===== config.mk =====
export PLATFORM = sky130hd
export DESIGN_NAME = fic_top
export DESIGN_NICKNAME = d
export VERILOG_FILES = /design/src/fic_pkg.sv /design/src/fic_top.sv
export SDC_FILE = /design/constraint.sdc
export NUM_CORES = 1
export LEC_CHECK = 0
export ABC_AREA = 1
export BUFFER_PORTS_ARGS = -buffer_cell sky130_fd_sc_hd__buf_2
export CAP_MARGIN = 20
export CORE_ASPECT_RATIO = 1.1
export CORE_MARGIN = 2
export CORE_UTILIZATION = 60
export DETAILED_ROUTE_END_ITERATION = 7
export GPL_TIMING_DRIVEN = 0
export PLACE_DENSITY = 0.81
export SLEW_MARGIN = 15
export SYNTH_ARGS = -nofsm -noshare
export SYNTH_HDL_FRONTEND = slang
export SYNTH_SLANG_ARGS = --single-unit

===== constraint.sdc =====
create_clock -name pclk -period 46.5 [get_ports pclk]
set_input_delay 4.65 -clock pclk [delete_from_list [all_inputs] [get_ports pclk]]
set_output_delay 4.65 -clock pclk [all_outputs]
set_load 0.05 [all_outputs]

===== src/fic_pkg.sv =====
// Purpose: shared constants for the four-level interrupt controller
// Assumes: 32-bit apb, one register per aligned word
// Notes:   source numbering follows vector order, source 0 ranks first
package fic_pkg;
  localparam int          NUM_SRC      = 16;
  localparam int          NUM_LVL      = 4;
  localparam logic [15:0] VEC_BASE     = 16'h0003;
  localparam logic [15:0] VEC_STEP     = 16'h0008;
  localparam logic [15:0] VEC_RESET    = 16'h0000;
  // response time, least, in ns and in cycles at 250 MHz
  localparam int          RESP_NS      = 16;
  localparam int          CLK_PERIOD_NS = 4;
  localparam int          RESP_CYC     = (RESP_NS + CLK_PERIOD_NS - 1) / CLK_PERIOD_NS;
  // register byte offsets
  localparam logic [7:0]  OFS_EN_A     = 8'h00;
  localparam logic [7:0]  OFS_EN_B     = 8'h04;
  localparam logic [7:0]  OFS_PL_A     = 8'h08;
  localparam logic [7:0]  OFS_PH_A     = 8'h0C;
  localparam logic [7:0]  OFS_PL_B     = 8'h10;
  localparam logic [7:0]  OFS_PH_B     = 8'h14;
  localparam logic [7:0]  OFS_FLAGS    = 8'h18;
  localparam logic [7:0]  OFS_TRIG     = 8'h1C;
  localparam logic [7:0]  OFS_STATUS   = 8'h20;
  // field positions
  localparam int          BIT_GIE      = 7;
  localparam int          SRC_EXT_A    = 0;
  localparam int          SRC_TMR_A    = 1;
  localparam int          SRC_EXT_B    = 2;
  localparam int          SRC_TMR_B    = 3;
  localparam int          SRC_SER      = 4;
  localparam int          SRC_TMR_C    = 5;
  localparam int          SRC_KEY      = 7;
  localparam int          SRC_EE       = 11;
  localparam int          SRC_CMP      = 12;
  localparam int          SRC_WDT      = 15;
  // sources whose flag hardware clears on vectoring (ext handled by mode)
  localparam logic [15:0] AUTO_CLR_MASK = 16'h980A;
  localparam logic [7:0]  RST_BYTE     = 8'h00;
  typedef enum logic [1:0] {ST_IDLE, ST_ACK, ST_SAVE, ST_LOAD} fic_state_t;
endpackage


===== src/fic_top.sv =====
// Purpose: interrupt flags, arbitration and vectored call sequencing
// Assumes: core strobes instruction boundaries; inputs synchronous to pclk
// Notes:   all state in one packed struct, apb answers with zero wait states
//          register map, one aligned word each, upper bits read as zero:
//            00 enable a: bit 7 global, bits 0-5 sources 0-5, bit 6 source 14
//            04 enable b: bits 0-6 serve sources 6, 8, 12, 10, 7, 9 and 13
//               bit 7 serves source 11 and source 15 together
//            08 level low bits a, 0C level high bits a, same bit order as enable a
//            10 level low bits b, 14 level high bits b, same bit order as enable b
//               except that bit 7 of the a pair sets the level of source 11
//            18 request flags, bit n for source n
//            1C trigger type of pins a and b, a one selects edge mode
//            20 status: last granted level in bits 5:4, in-service levels in 3:0
//          level-mode pin flags mirror the pin, so software writes to them are lost
//          a level change takes two writes; keep the source disabled meanwhile
//          unmapped offsets read zero and ignore writes; no error is raised
//
// Our own choices: the register addresses and register access over APB.
module fic_top
  import fic_pkg::*;
(
  input  wire logic                 pclk,           // system clock
  input  wire logic                 presetn,        // async reset, low
  input  wire logic                 clk_en,         // freezes state when low
  input  wire logic                 psel,           // apb select
  input  wire logic                 penable,        // apb access phase
  input  wire logic                 pwrite,         // apb direction
  input  wire logic [7:0]           paddr,          // apb byte address
  input  wire logic [31:0]          pwdata,         // apb write data
  output logic      [31:0]          prdata,         // apb read data
  output logic                      pready,         // apb ready
  output logic                      pslverr,        // apb error
  input  wire logic                 ext_irq_pin_a,  // external pin a
  input  wire logic                 ext_irq_pin_b,  // external pin b
  input  wire logic [fic_pkg::NUM_SRC-1:0] hw_set,  // peripheral set pulses
  input  wire logic                 key_released,   // keypad release level
  input  wire logic                 instr_last,     // last cycle of instruction
  input  wire logic                 instr_reti,     // that instruction is reti
  input  wire logic                 instr_cfg,      // it touches enable/prio
  output logic                      call_req,       // ack: core starts call
  output logic                      push_pc,        // save pc, no status word
  output logic                      load_pc,        // load vector into pc
  output logic      [15:0]          vector_addr,    // vector for load
  output logic      [fic_pkg::NUM_LVL-1:0] in_service // levels in service
);
  import fic_pkg::*;

  // every register of the block lives in this one struct
  typedef struct packed {
    logic [7:0]  en_a;
    logic [7:0]  en_b;
    logic [7:0]  pl_a;
    logic [7:0]  ph_a;
    logic [7:0]  pl_b;
    logic [7:0]  ph_b;
    logic [15:0] flags;
    logic [1:0]  trig;
    logic [1:0]  pin_smp;
    logic [3:0]  isr;
    logic        hold;
    fic_state_t  st;
    logic [3:0]  win;
    logic [1:0]  win_lvl;
    logic [31:0] rdata;
    logic        ready;
    logic        err;
    logic        call;
    logic        push;
    logic        load;
    logic [15:0] vec;
  } fic_regs_t;

  // current state and the value it takes at the next enabled edge
  fic_regs_t cur_ff;
  fic_regs_t nxt_ff;

  // ----------------------------------------------------------------
  // helpers
  // ----------------------------------------------------------------
  // index of highest set in-service bit, used by reti and blocking
  function automatic logic [1:0] top_level(input logic [3:0] v);
    logic [1:0] r;
    r = 2'h0;
    for (int i = 0; i < NUM_LVL; i++) begin
      if (v[i]) begin
        r = 2'(i);
      end
    end
    return r;
  endfunction

  // enable bit per source; enable b bit 7 serves both source 11 and source 15
  function automatic logic src_en(input fic_regs_t s, input int k);
    logic e;
    e = 1'b0;
    case (k)
      0, 1, 2, 3, 4, 5: e = s.en_a[k];
      14:               e = s.en_a[6];
      6:                e = s.en_b[0];
      8:                e = s.en_b[1];
      12:               e = s.en_b[2];
      10:               e = s.en_b[3];
      7:                e = s.en_b[4];
      9:                e = s.en_b[5];
      13:               e = s.en_b[6];
      11:               e = s.en_b[7];
      default:          e = s.en_b[7];
    endcase
    return e;
  endfunction

  // priority bits per source; same mapping as enables except ee (source 11)
  // source 11 takes its level from bit 7 of the a pair
  function automatic logic [1:0] src_lvl(input fic_regs_t s, input int k);
    logic [1:0] l;
    l = 2'h0;
    case (k)
      0, 1, 2, 3, 4, 5: l = {s.ph_a[k], s.pl_a[k]};
      14:               l = {s.ph_a[6], s.pl_a[6]};
      11:               l = {s.ph_a[7], s.pl_a[7]};
      6:                l = {s.ph_b[0], s.pl_b[0]};
      8:                l = {s.ph_b[1], s.pl_b[1]};
      12:               l = {s.ph_b[2], s.pl_b[2]};
      10:               l = {s.ph_b[3], s.pl_b[3]};
      7:                l = {s.ph_b[4], s.pl_b[4]};
      9:                l = {s.ph_b[5], s.pl_b[5]};
      13:               l = {s.ph_b[6], s.pl_b[6]};
      default:          l = {s.ph_b[7], s.pl_b[7]};
    endcase
    return l;
  endfunction

  // vector slot: base plus one step per source number; slots past 15 unused
  function automatic logic [15:0] vec_of(input logic [3:0] s);
    logic [15:0] v;
    v = VEC_BASE + VEC_STEP * {12'h0, s};
    return v;
  endfunction

  // ----------------------------------------------------------------
  // arbitration
  // ----------------------------------------------------------------
  logic [NUM_SRC-1:0] active;
  logic [1:0]         lvl [NUM_SRC];
  logic               found;
  logic [3:0]         pick;
  logic [1:0]         pick_lvl;

  genvar g;
  generate
    for (g = 0; g < NUM_SRC; g++) begin : g_src
      // flag gated by own enable and global enable
      assign active[g] = cur_ff.flags[g] & src_en(cur_ff, g)
                         & cur_ff.en_a[BIT_GIE];
      assign lvl[g]    = src_lvl(cur_ff, g);
    end
  endgenerate

  // highest level wins, lowest source number within a level; scanning down
  // lets a lower number overwrite an equal-level pick, so source 0 ranks first
  always_comb begin
    found    = 1'b0;
    pick     = 4'h0;
    pick_lvl = 2'h0;
    for (int i = NUM_SRC - 1; i >= 0; i--) begin
      if (active[i] && (!found || lvl[i] >= pick_lvl)) begin
        found    = 1'b1;
        pick     = 4'(i);
        pick_lvl = lvl[i];
      end
    end
  end

  // ----------------------------------------------------------------
  // next state
  // ----------------------------------------------------------------
  logic       wr_acc;
  logic       rd_acc;
  logic       grant;
  logic       lvl_free;
  logic       poll_ok;
  logic       no_block;
  logic [15:0] sw_flags;

  // write lands on the access edge, read is captured on the setup edge
  assign wr_acc = psel & penable & pwrite;
  assign rd_acc = psel & ~penable & ~pwrite;

  // nothing of equal or higher level in service; top level blocks everything
  assign lvl_free = (cur_ff.isr == 4'h0) || (pick_lvl > top_level(cur_ff.isr));
  // poll only in the last cycle of an instruction, with no call walk running
  assign poll_ok  = instr_last && (cur_ff.st == ST_IDLE);
  // no return, no config access, and the one-instruction lockout is spent
  assign no_block = !instr_reti && !instr_cfg && !cur_ff.hold;
  // requests are not latched: a flag that has gone loses its turn
  assign grant    = found && lvl_free && poll_ok && no_block;

  always_comb begin
    // every field holds by default; the strobes last one cycle
    nxt_ff      = cur_ff;
    nxt_ff.ready = 1'b0;
    nxt_ff.err  = 1'b0;
    nxt_ff.call = 1'b0;
    nxt_ff.push = 1'b0;
    nxt_ff.load = 1'b0;
    sw_flags    = cur_ff.flags;

    // apb: zero-wait answer in the access phase
    if (psel && !penable) begin
      nxt_ff.ready = 1'b1;
    end
    // read data is taken in setup so it stands through the access cycle
    if (rd_acc) begin
      case (paddr)
        OFS_EN_A:   nxt_ff.rdata = {24'h0, cur_ff.en_a};
        OFS_EN_B:   nxt_ff.rdata = {24'h0, cur_ff.en_b};
        OFS_PL_A:   nxt_ff.rdata = {24'h0, cur_ff.pl_a};
        OFS_PH_A:   nxt_ff.rdata = {24'h0, cur_ff.ph_a};
        OFS_PL_B:   nxt_ff.rdata = {24'h0, cur_ff.pl_b};
        OFS_PH_B:   nxt_ff.rdata = {24'h0, cur_ff.ph_b};
        OFS_FLAGS:  nxt_ff.rdata = {16'h0, cur_ff.flags};
        OFS_TRIG:   nxt_ff.rdata = {30'h0, cur_ff.trig};
        OFS_STATUS: nxt_ff.rdata = {26'h0, cur_ff.win_lvl, cur_ff.isr};
        default:    nxt_ff.rdata = 32'h0;
      endcase
    end
    // unmapped offsets leave every register as it is
    if (wr_acc) begin
      case (paddr)
        OFS_EN_A:  nxt_ff.en_a = pwdata[7:0];
        OFS_EN_B:  nxt_ff.en_b = pwdata[7:0];
        OFS_PL_A:  nxt_ff.pl_a = pwdata[7:0];
        OFS_PH_A:  nxt_ff.ph_a = pwdata[7:0];
        OFS_PL_B:  nxt_ff.pl_b = pwdata[7:0];
        OFS_PH_B:  nxt_ff.ph_b = pwdata[7:0];
        OFS_FLAGS: sw_flags    = pwdata[15:0];
        OFS_TRIG:  nxt_ff.trig = pwdata[1:0];
        default:   nxt_ff.trig = cur_ff.trig;
      endcase
    end

    // flag updates; hardware set wins over every clear except the level-mode pin mirror below
    nxt_ff.pin_smp = {ext_irq_pin_b, ext_irq_pin_a};
    nxt_ff.flags   = sw_flags;
    if (grant) begin
      // ext flags clear only in edge mode, others per auto mask
      nxt_ff.flags[pick] = ~AUTO_CLR_MASK[pick] & sw_flags[pick];
      if ((pick == 4'(SRC_EXT_A) && cur_ff.trig[0])
          || (pick == 4'(SRC_EXT_B) && cur_ff.trig[1])) begin
        nxt_ff.flags[pick] = 1'b0;
      end
    end
    if (key_released) begin
      nxt_ff.flags[SRC_KEY] = 1'b0;
    end
    nxt_ff.flags = nxt_ff.flags | hw_set;
    // edge mode: a high sample followed by a low sample sets the flag,
    // after any clear above, so an edge in the grant cycle is not lost
    if (cur_ff.trig[0]) begin
      if (cur_ff.pin_smp[0] && !ext_irq_pin_a) begin
        nxt_ff.flags[SRC_EXT_A] = 1'b1;
      end
    end else begin
      // level mode: flag mirrors the held-low pin, vectoring leaves it alone
      nxt_ff.flags[SRC_EXT_A] = ~ext_irq_pin_a;
    end
    // pin b works the same way with its own trigger-type bit
    if (cur_ff.trig[1]) begin
      if (cur_ff.pin_smp[1] && !ext_irq_pin_b) begin
        nxt_ff.flags[SRC_EXT_B] = 1'b1;
      end
    end else begin
      nxt_ff.flags[SRC_EXT_B] = ~ext_irq_pin_b;
    end

    // one further instruction must finish after reti or config access
    // hold clears at the next boundary, so that boundary is refused too
    if (instr_last && (instr_reti || instr_cfg)) begin
      nxt_ff.hold = 1'b1;
    end else if (instr_last) begin
      nxt_ff.hold = 1'b0;
    end
    // reti drops only the highest level; a plain return leaves it set
    if (instr_last && instr_reti && cur_ff.isr != 4'h0) begin
      nxt_ff.isr[top_level(cur_ff.isr)] = 1'b0;
    end

    // call sequence: ack, save pc, load vector
    // grants wait in idle until the walk has ended
    case (cur_ff.st)
      ST_IDLE: begin
        if (grant) begin
          nxt_ff.st      = ST_ACK;
          nxt_ff.win     = pick;
          nxt_ff.win_lvl = pick_lvl;
          nxt_ff.call    = 1'b1;
          nxt_ff.isr[pick_lvl] = 1'b1;
        end
      end
      ST_ACK: begin
        // core saves pc without the status word
        nxt_ff.st   = ST_SAVE;
        nxt_ff.push = 1'b1;
      end
      ST_SAVE: begin
        // vector stands together with the load strobe
        nxt_ff.st   = ST_LOAD;
        nxt_ff.load = 1'b1;
        nxt_ff.vec  = vec_of(cur_ff.win);
      end
      ST_LOAD: begin
        nxt_ff.st = ST_IDLE;
      end
      default: begin
        nxt_ff.st = ST_IDLE;
      end
    endcase
  end

  // ----------------------------------------------------------------
  // state register
  // ----------------------------------------------------------------
  // clk_en low freezes every field, pin samples included
  always_ff @(posedge pclk or negedge presetn) begin
    if (!presetn) begin
      cur_ff     <= '0;
      cur_ff.st  <= ST_IDLE;
      cur_ff.vec <= VEC_RESET;
      cur_ff.pin_smp <= 2'h3;
    end else if (clk_en) begin
      cur_ff <= nxt_ff;
    end
  end

  // ----------------------------------------------------------------
  // outputs, each straight from the state register
  // ----------------------------------------------------------------
  // apb side
  assign prdata      = cur_ff.rdata;
  assign pready      = cur_ff.ready;
  assign pslverr     = cur_ff.err;
  // core side: one-cycle strobes of the call walk, vector and levels
  assign call_req    = cur_ff.call;
  assign push_pc     = cur_ff.push;
  assign load_pc     = cur_ff.load;
  assign vector_addr = cur_ff.vec;
  assign in_service  = cur_ff.isr;

endmodule // fic_top


Word level (Yosys, flattened, before mapping)

Memory sizes are Yosys's and may differ from the RTL's.
Cells that the tools add are included.

Add/sub/neg operators: 1
Muxes and demuxes: 84
Reductions and logical operators: 89
Order comparisons: 22
Eq/ne operators: 13
Bitwise operators: 48

Operators with widths:

| kind                                                                   | number |
|---|---|
| 16-bit case mux with 9 select lines                                    | 1 |
| 4-bit two-way mux                                                      | 19 |
| 16-bit two-way mux                                                     | 4 |
| 2-bit two-way mux                                                      | 19 |
| 1-bit AND                                                              | 37 |
| 1-bit two-way mux                                                      | 33 |
| 8-bit by 5-bit equality test with 1-bit output (second input constant) | 4 |
| 1-bit logical AND                                                      | 32 |
| 2-bit greater-or-equal comparator                                      | 15 |
| 3-bit AND reduction                                                    | 8 |
| 1-bit logical NOT                                                      | 21 |
| 1-bit logical OR                                                       | 18 |
| 17-bit two-way mux                                                     | 1 |
| 16-bit AND                                                             | 1 |
| 16-bit bitwise mux                                                     | 1 |
| 8-bit by 4-bit equality test with 1-bit output (second input constant) | 2 |
| 16-bit inverter                                                        | 1 |
| 16-bit bitwise OR                                                      | 1 |
| 2-bit by 7-bit adder with 8-bit output (first input constant)          | 1 |
| 8-bit by 3-bit equality test with 1-bit output (second input constant) | 1 |
| 8-bit by 6-bit equality test with 1-bit output (second input constant) | 1 |
| 4-bit logical NOT                                                      | 2 |
| 8-bit logical NOT                                                      | 1 |
| 8-bit two-way mux                                                      | 1 |
| 21 further kinds                                                       | 32 |

Flip-flop bits (word level): 133
ROM bits: 16
Word-level logic and storage cells: 278
Output and inout port bits: 57
Input port bits: 68
Memories: 1

Memories:

| memory          | depth | bits a word | read ports | clocked after memory_dff | wr ports | RTL line       | text |
|---|---|---|---|---|---|---|---|
| (no name shown) | 16    | 1           | 1          | 0                        | 0        | fic_top.sv:247 | `nxt_ff.flags[pick] = ~AUTO_CLR_MASK[pick] & sw_flags[pick];` |

Logic depth before layout (Yosys ltp)

Depth after elaboration: 75
Gate-level depth with buffers: 133
Gate-level depth less buffers: 133

Worst setup path before layout

No wires, ideal clock.

Path kind: register to register
Start point: register cur_ff[133] (netlist name)
End point: register cur_ff[73] (netlist name)
Slack: 30.480 ns
Required time: 46.364 ns
Setup time: 0.136 ns
Cell stages (with the launch flop): 116
Clock period less this slack: 16.020 ns
Path buffers: 3
Data arrival time: 15.884 ns
Cells stage by stage: dfrtp_1 > nand3_2 > nor2_1 > ha_1 > o21ai_0 > nand2_1 > nand2_2 > nand2_1 > and2_1 > ha_1 > a21oi_1 > nand3_2 > nand2_2 > nand2_1 > o21ai_0 > ha_1 > o21ai_0 > nand3b_1 > [... 80 more ...] > nand2_1 > o21ai_0 > ha_1 > o21ai_0 > nand3b_1 > nand2_1 > dlygate4sd3_1 > nor2_1 > a21oi_1 > ha_1 > nand2_1 > o21ai_0 > a211oi_1 > nand2_1 > buf_6 > dlygate4sd3_1 > a211oi_1 > a22oi_2

Elaborated cells between the ends (all ways): 151
Those cells by class: order compare (18); eq/ne (1); mux (56); bitwise (21); reduce/logical (54); memory (1)

RTL lines:

| what                                                                          | RTL line       | text |
|---|---|---|
| start: declaration                                                            | fic_top.sv:74  | `fic_regs_t cur_ff;` |
| start signal: assignment                                                      | fic_top.sv:331 | `cur_ff <= nxt_ff;` |
| 1-bit AND                                                                     | fic_top.sv:154 | `& cur_ff.en_a[BIT_GIE];` |
| 2-bit two-way mux / 1-bit two-way mux (equally long branches)                 | fic_top.sv:166 | `if (active[i] && (!found \|\| lvl[i] >= pick_lvl)) begin` |
| 2-bit greater-or-equal comparator / 1-bit logical NOT (equally long branches) | fic_top.sv:166 |  |
| 1-bit logical OR                                                              | fic_top.sv:166 |  |
| 1-bit logical AND                                                             | fic_top.sv:166 |  |
| 2-bit two-way mux / 1-bit two-way mux (equally long branches)                 | fic_top.sv:166 |  |
| 2-bit greater-or-equal comparator / 1-bit logical NOT (equally long branches) | fic_top.sv:166 |  |
| 1-bit logical OR                                                              | fic_top.sv:166 |  |
| [... 52 more ...]                                                             | --             |  |
| 1-bit logical AND                                                             | fic_top.sv:166 |  |
| 2-bit two-way mux (*)                                                         | fic_top.sv:166 |  |
| named net pick_lvl[1]                                                         | fic_top.sv:147 | `logic [1:0] pick_lvl;` |
| 2-bit greater-than comparator (*)                                             | fic_top.sv:190 | `assign lvl_free = (cur_ff.isr == 4'h0) \|\| (pick_lvl > top_level(cur_ff.isr));` |
| 1-bit logical OR (*)                                                          | fic_top.sv:190 |  |
| 1-bit logical AND (*) (3 in series)                                           | fic_top.sv:196 | `assign grant = found && lvl_free && poll_ok && no_block;` |
| 16-bit two-way mux (*)                                                        | fic_top.sv:245 | `if (grant) begin` |
| 16-bit bitwise OR (*)                                                         | fic_top.sv:256 | `nxt_ff.flags = nxt_ff.flags \| hw_set;` |

The timed path passes the listed nets; every way through them passes the cells marked *. The select of a mux whose other input is x is not followed.
A chain may end at the register's enable or synchronous reset.

Final worst setup path

Start point: register cur_ff[125] (netlist name)
End point: register cur_ff[82] (netlist name)

Elaborated cells between the ends (all ways): 139
Those cells by class: order compare (18); eq/ne (1); mux (56); bitwise (9); reduce/logical (54); memory (1)

RTL lines:

| what                                                                          | RTL line       | text |
|---|---|---|
| 1-bit AND                                                                     | fic_top.sv:153 | `assign active[g] = cur_ff.flags[g] & src_en(cur_ff, g)` |
| 1-bit AND                                                                     | fic_top.sv:154 |  |
| 2-bit two-way mux / 1-bit two-way mux (equally long branches)                 | fic_top.sv:166 |  |
| 2-bit greater-or-equal comparator / 1-bit logical NOT (equally long branches) | fic_top.sv:166 |  |
| 1-bit logical OR                                                              | fic_top.sv:166 |  |
| 1-bit logical AND                                                             | fic_top.sv:166 |  |
| 2-bit two-way mux / 1-bit two-way mux (equally long branches)                 | fic_top.sv:166 |  |
| 2-bit greater-or-equal comparator / 1-bit logical NOT (equally long branches) | fic_top.sv:166 |  |
| [... 53 more ...]                                                             | --             |  |
| 1-bit logical AND                                                             | fic_top.sv:166 |  |
| 2-bit two-way mux (*)                                                         | fic_top.sv:166 |  |
| named net pick_lvl[1]                                                         | fic_top.sv:147 |  |
| 2-bit greater-than comparator (*)                                             | fic_top.sv:190 |  |
| 1-bit logical OR (*)                                                          | fic_top.sv:190 |  |
| 1-bit logical AND (*) (3 in series)                                           | fic_top.sv:196 |  |
| 16-bit two-way mux (*)                                                        | fic_top.sv:245 |  |
| 16-bit bitwise OR (*)                                                         | fic_top.sv:256 |  |

Marks and branches as above.

==> flow_summary.yaml <==
critical_path:
  cp_max_fo: 10
  r2r_cells: 115
  crit_top_cell: "o21ai_0"
  arrival_ps: 18920
  slowest_stage: "dlygate4sd3_1"
  crit_required_ps: 46730
  end_kind: "flip-flop"
  crit_type: "reg -> reg"
  r2r_setup_slack_ps: 27800
  slowest_delay_ps: 870
  start_kind: "flip-flop"
sta:
  setup_tns_ps: 0
  fin_worst_skew_ps: 8.11
  tightestPinTransition_ps: 1150
  max_slew_margin_pct: 22.5
  max_freq_mhz: 53.5
  finalSetupViolCount: 0
  final.setup.worst_slack_ps: 27800
  fin_hold_ws_ps: 486
  maxSlewViolCount: 0
  final.period_utilization_pct: 40.2
  rsz0062_at_grt: "no"
  hold_violations: 0
  layout_min_cycle_time_ps: 18700
clock_tree:
  cts_buffers: 9
  cts_resized: 0
  cts_setup_buffers: 0
  cts.sinks: 106
  cts_hold_buf: 0
  cts_tree: "yes"
  clockBufferDepth: 2
  cts-root-buf: "clkbuf_16"
  htree_levels: 3
  clk-insertion-delay-late_ps: 350
  clkTransAtPathRegs_ps: 70
die:
  core_mm2: 0.0125
  die-area_mm2: 0.0135
  start_util_pct: 60.7
  ios: 125
  die_x_um: 111
  row_count: 43
  die_h_um: 122
finish:
  utilization_pct: 68.9
  nFillCells: 1108
  final_layout_size_suffix_gt1_share_pct: 21.3
  diodes: 0
  layout.cells.non_filler: 1287
  fin_nets: 1224
  syn_to_final_growth_pct: 13.6
  final_area_mm2: 0.00860
route:
  first_pass_iters: 6
  num_vias: 7270
  drtIter0Drc: 732
  post-route-drc-count: 0
  vias_per_cell: 5.65
  wl_um: 22300
  wl_per_cell_um: 17.3
  drtAntennaViolNets: 0
yosys:
  ys_types: 52
  syn_inst: 1006
  synth_area_leaders: "dfrtp_1 (34%), nand2_1 (11%), o21ai_0 (8.6%), inv_1 (7.4%), buf_4 (5.3%)"
  syn_area_per_cell_um2: 7.53
  synth_edf_count: 0
  synth_area_mm2: 0.00757
  synth_top_cell_by_area: "dfrtp_1"
  ys.flop_type: "dfrtp_1"
  synth-async-reset-ratio_pct: 100
  ys_warn_count: 0
  ys_seq_area_share_pct: 35.1
  yosys.area.top_type_share_pct: 34.4
  ys_ff_latch: 106
worst_hold_path:
  hold_depth: 2
  min_path_type: "reg -> reg"
global_route:
  grtUsageTotal_pct: 33.2
  grt_pass1_wl_um: 34800
  grt_overflow_total: 0
  grt_pass1_vias: 6729
  antenna_found_initial: 0
  grt_start_max_net_pins: 78
place:
  io_buffers: 81
  dp_slack_ps: 28040
  dp.cells: 1271
  place.gp.congestion: 1.01
  place_area_mm2: 0.00831
  hpwl_um: 17400
flow_run:
  maxCapViolations: 0
power_and_ir_drop:
  ir_drop_uv: 30.1
  p_total_mw: 0.206
  p_leak_nw: 4.40
  power_density_mw_per_mm2: 23.9
run_status:
  outcome: "complete, no violations"
==> report_power, final <==
| group | internal [mW] | total (mW) | switching (mW) |
|---|---|---|---|
| Combinational | 0.00894 | 0.0306 | 0.0217 |
| Clock | 0.0434 | 0.0786 | 0.0352 |
| Sequential | 0.0952 | 0.0969 | 0.00167 |
| Total | 0.148 | 0.206 | 0.0586 |
==> worst max-delay path: cells and delay by family, from the launching register on <==
family,cells,cell delay [ps]
buffers and inverters,14,2480
adders and majority gates,16,4530
DFF,1,460
AOI/OAI and AO/OA,34,5780
and+or+nand+nor,51,5320
==> flip-flops by register name, summed over array words and instances (netlist names) <==
signal,cells
call_req,1
cur_ff,77
in_service,4
load_pc,1
prdata,16
pready,1
push_pc,1
vector_addr,5
==> logic make-up after synthesis <==
logic type | after synthesis | synth area share [%]
mux | 8 | 1.19
buf+inv | 230 | 15.0
fa+ha+maj | 31 | 5.12
other cells | 1 | 0.0495
simple gates | 390 | 24.4
compound gates | 240 | 19.2
flops | 106 | 35.1
==> per-layer routing <==
layer | vias up | routed length, µm | global-route usage, %
met5 | - | 0 | 0
met2 | 341 | 10400 | 54.2
met3 | 68 | 1810 | 6.17
met4 | 0 | 892 | 14.4
li1 | 3488 | - | -
met1 | 3373 | 9160 | 43.9
==> area by class of cell <==
cell class	count	area [µm²]	share of cell area [%]
buffer	75	553	6.43
clock buffer	12	246	2.86
clock inverter	4	51.3	0.596
inverter	155	582	6.76
multi-input combinational	696	3880	45.1
sequential	106	2660	30.9
tap	157	196	2.28
timing repair buffer	82	439	5.10
==> cells in the mapped netlist, drive strengths merged (2+ instances only) <==
master and number:
a211oi 12, a21oi 36, a221oi 8, a22oi 12, and2 2, buf 59, clkbuf 11, dfrtp 104
dfstp 2, dlygate4sd3 4, ha 31, inv 154, mux2 8, nand2 243, nand3 63, nand3b 5
nand4 3, nor2 51, nor3 17, nor4 2, o2111ai 3, o211ai 4, o21ai 139, o22ai 15
o31ai 2, o41ai 3, or2 4
==> cells in the final DEF, fill, tap and decap left out, types with 4 or more instances in the layout <==
cell type,n
nand2_1,212
inv_1,149
o21ai_0,130
dfrtp_1,104
buf_2,81
buf_4,53
nor2_1,49
nand3_1,49
a21oi_1,35
ha_1,31
conb_1,27
nand2_2,17
nor3_1,16
o22ai_1,15
nand3_2,14
nand2_4,14
clkbuf_1,13
a211oi_1,12
a22oi_2,10
clkbuf_16,9
a221oi_1,8
mux2_2,8
o21ai_2,8
nand3b_1,5
buf_6,5
inv_2,5
o211ai_1,4
dlygate4sd3_1,4
==> path summary, 6_finish.rpt <==
kind                                  start          to
worst max register to register  cur_ff[125]  cur_ff[82]
worst min-delay path               call_req    call_req
worst max-delay path            cur_ff[125]  cur_ff[82]
worst min register to register     call_req    call_req
max in group asynchronous           presetn  cur_ff[70]
min in group asynchronous           presetn  prdata[11]
No activity file was read; power rests on OpenSTA's default activity.
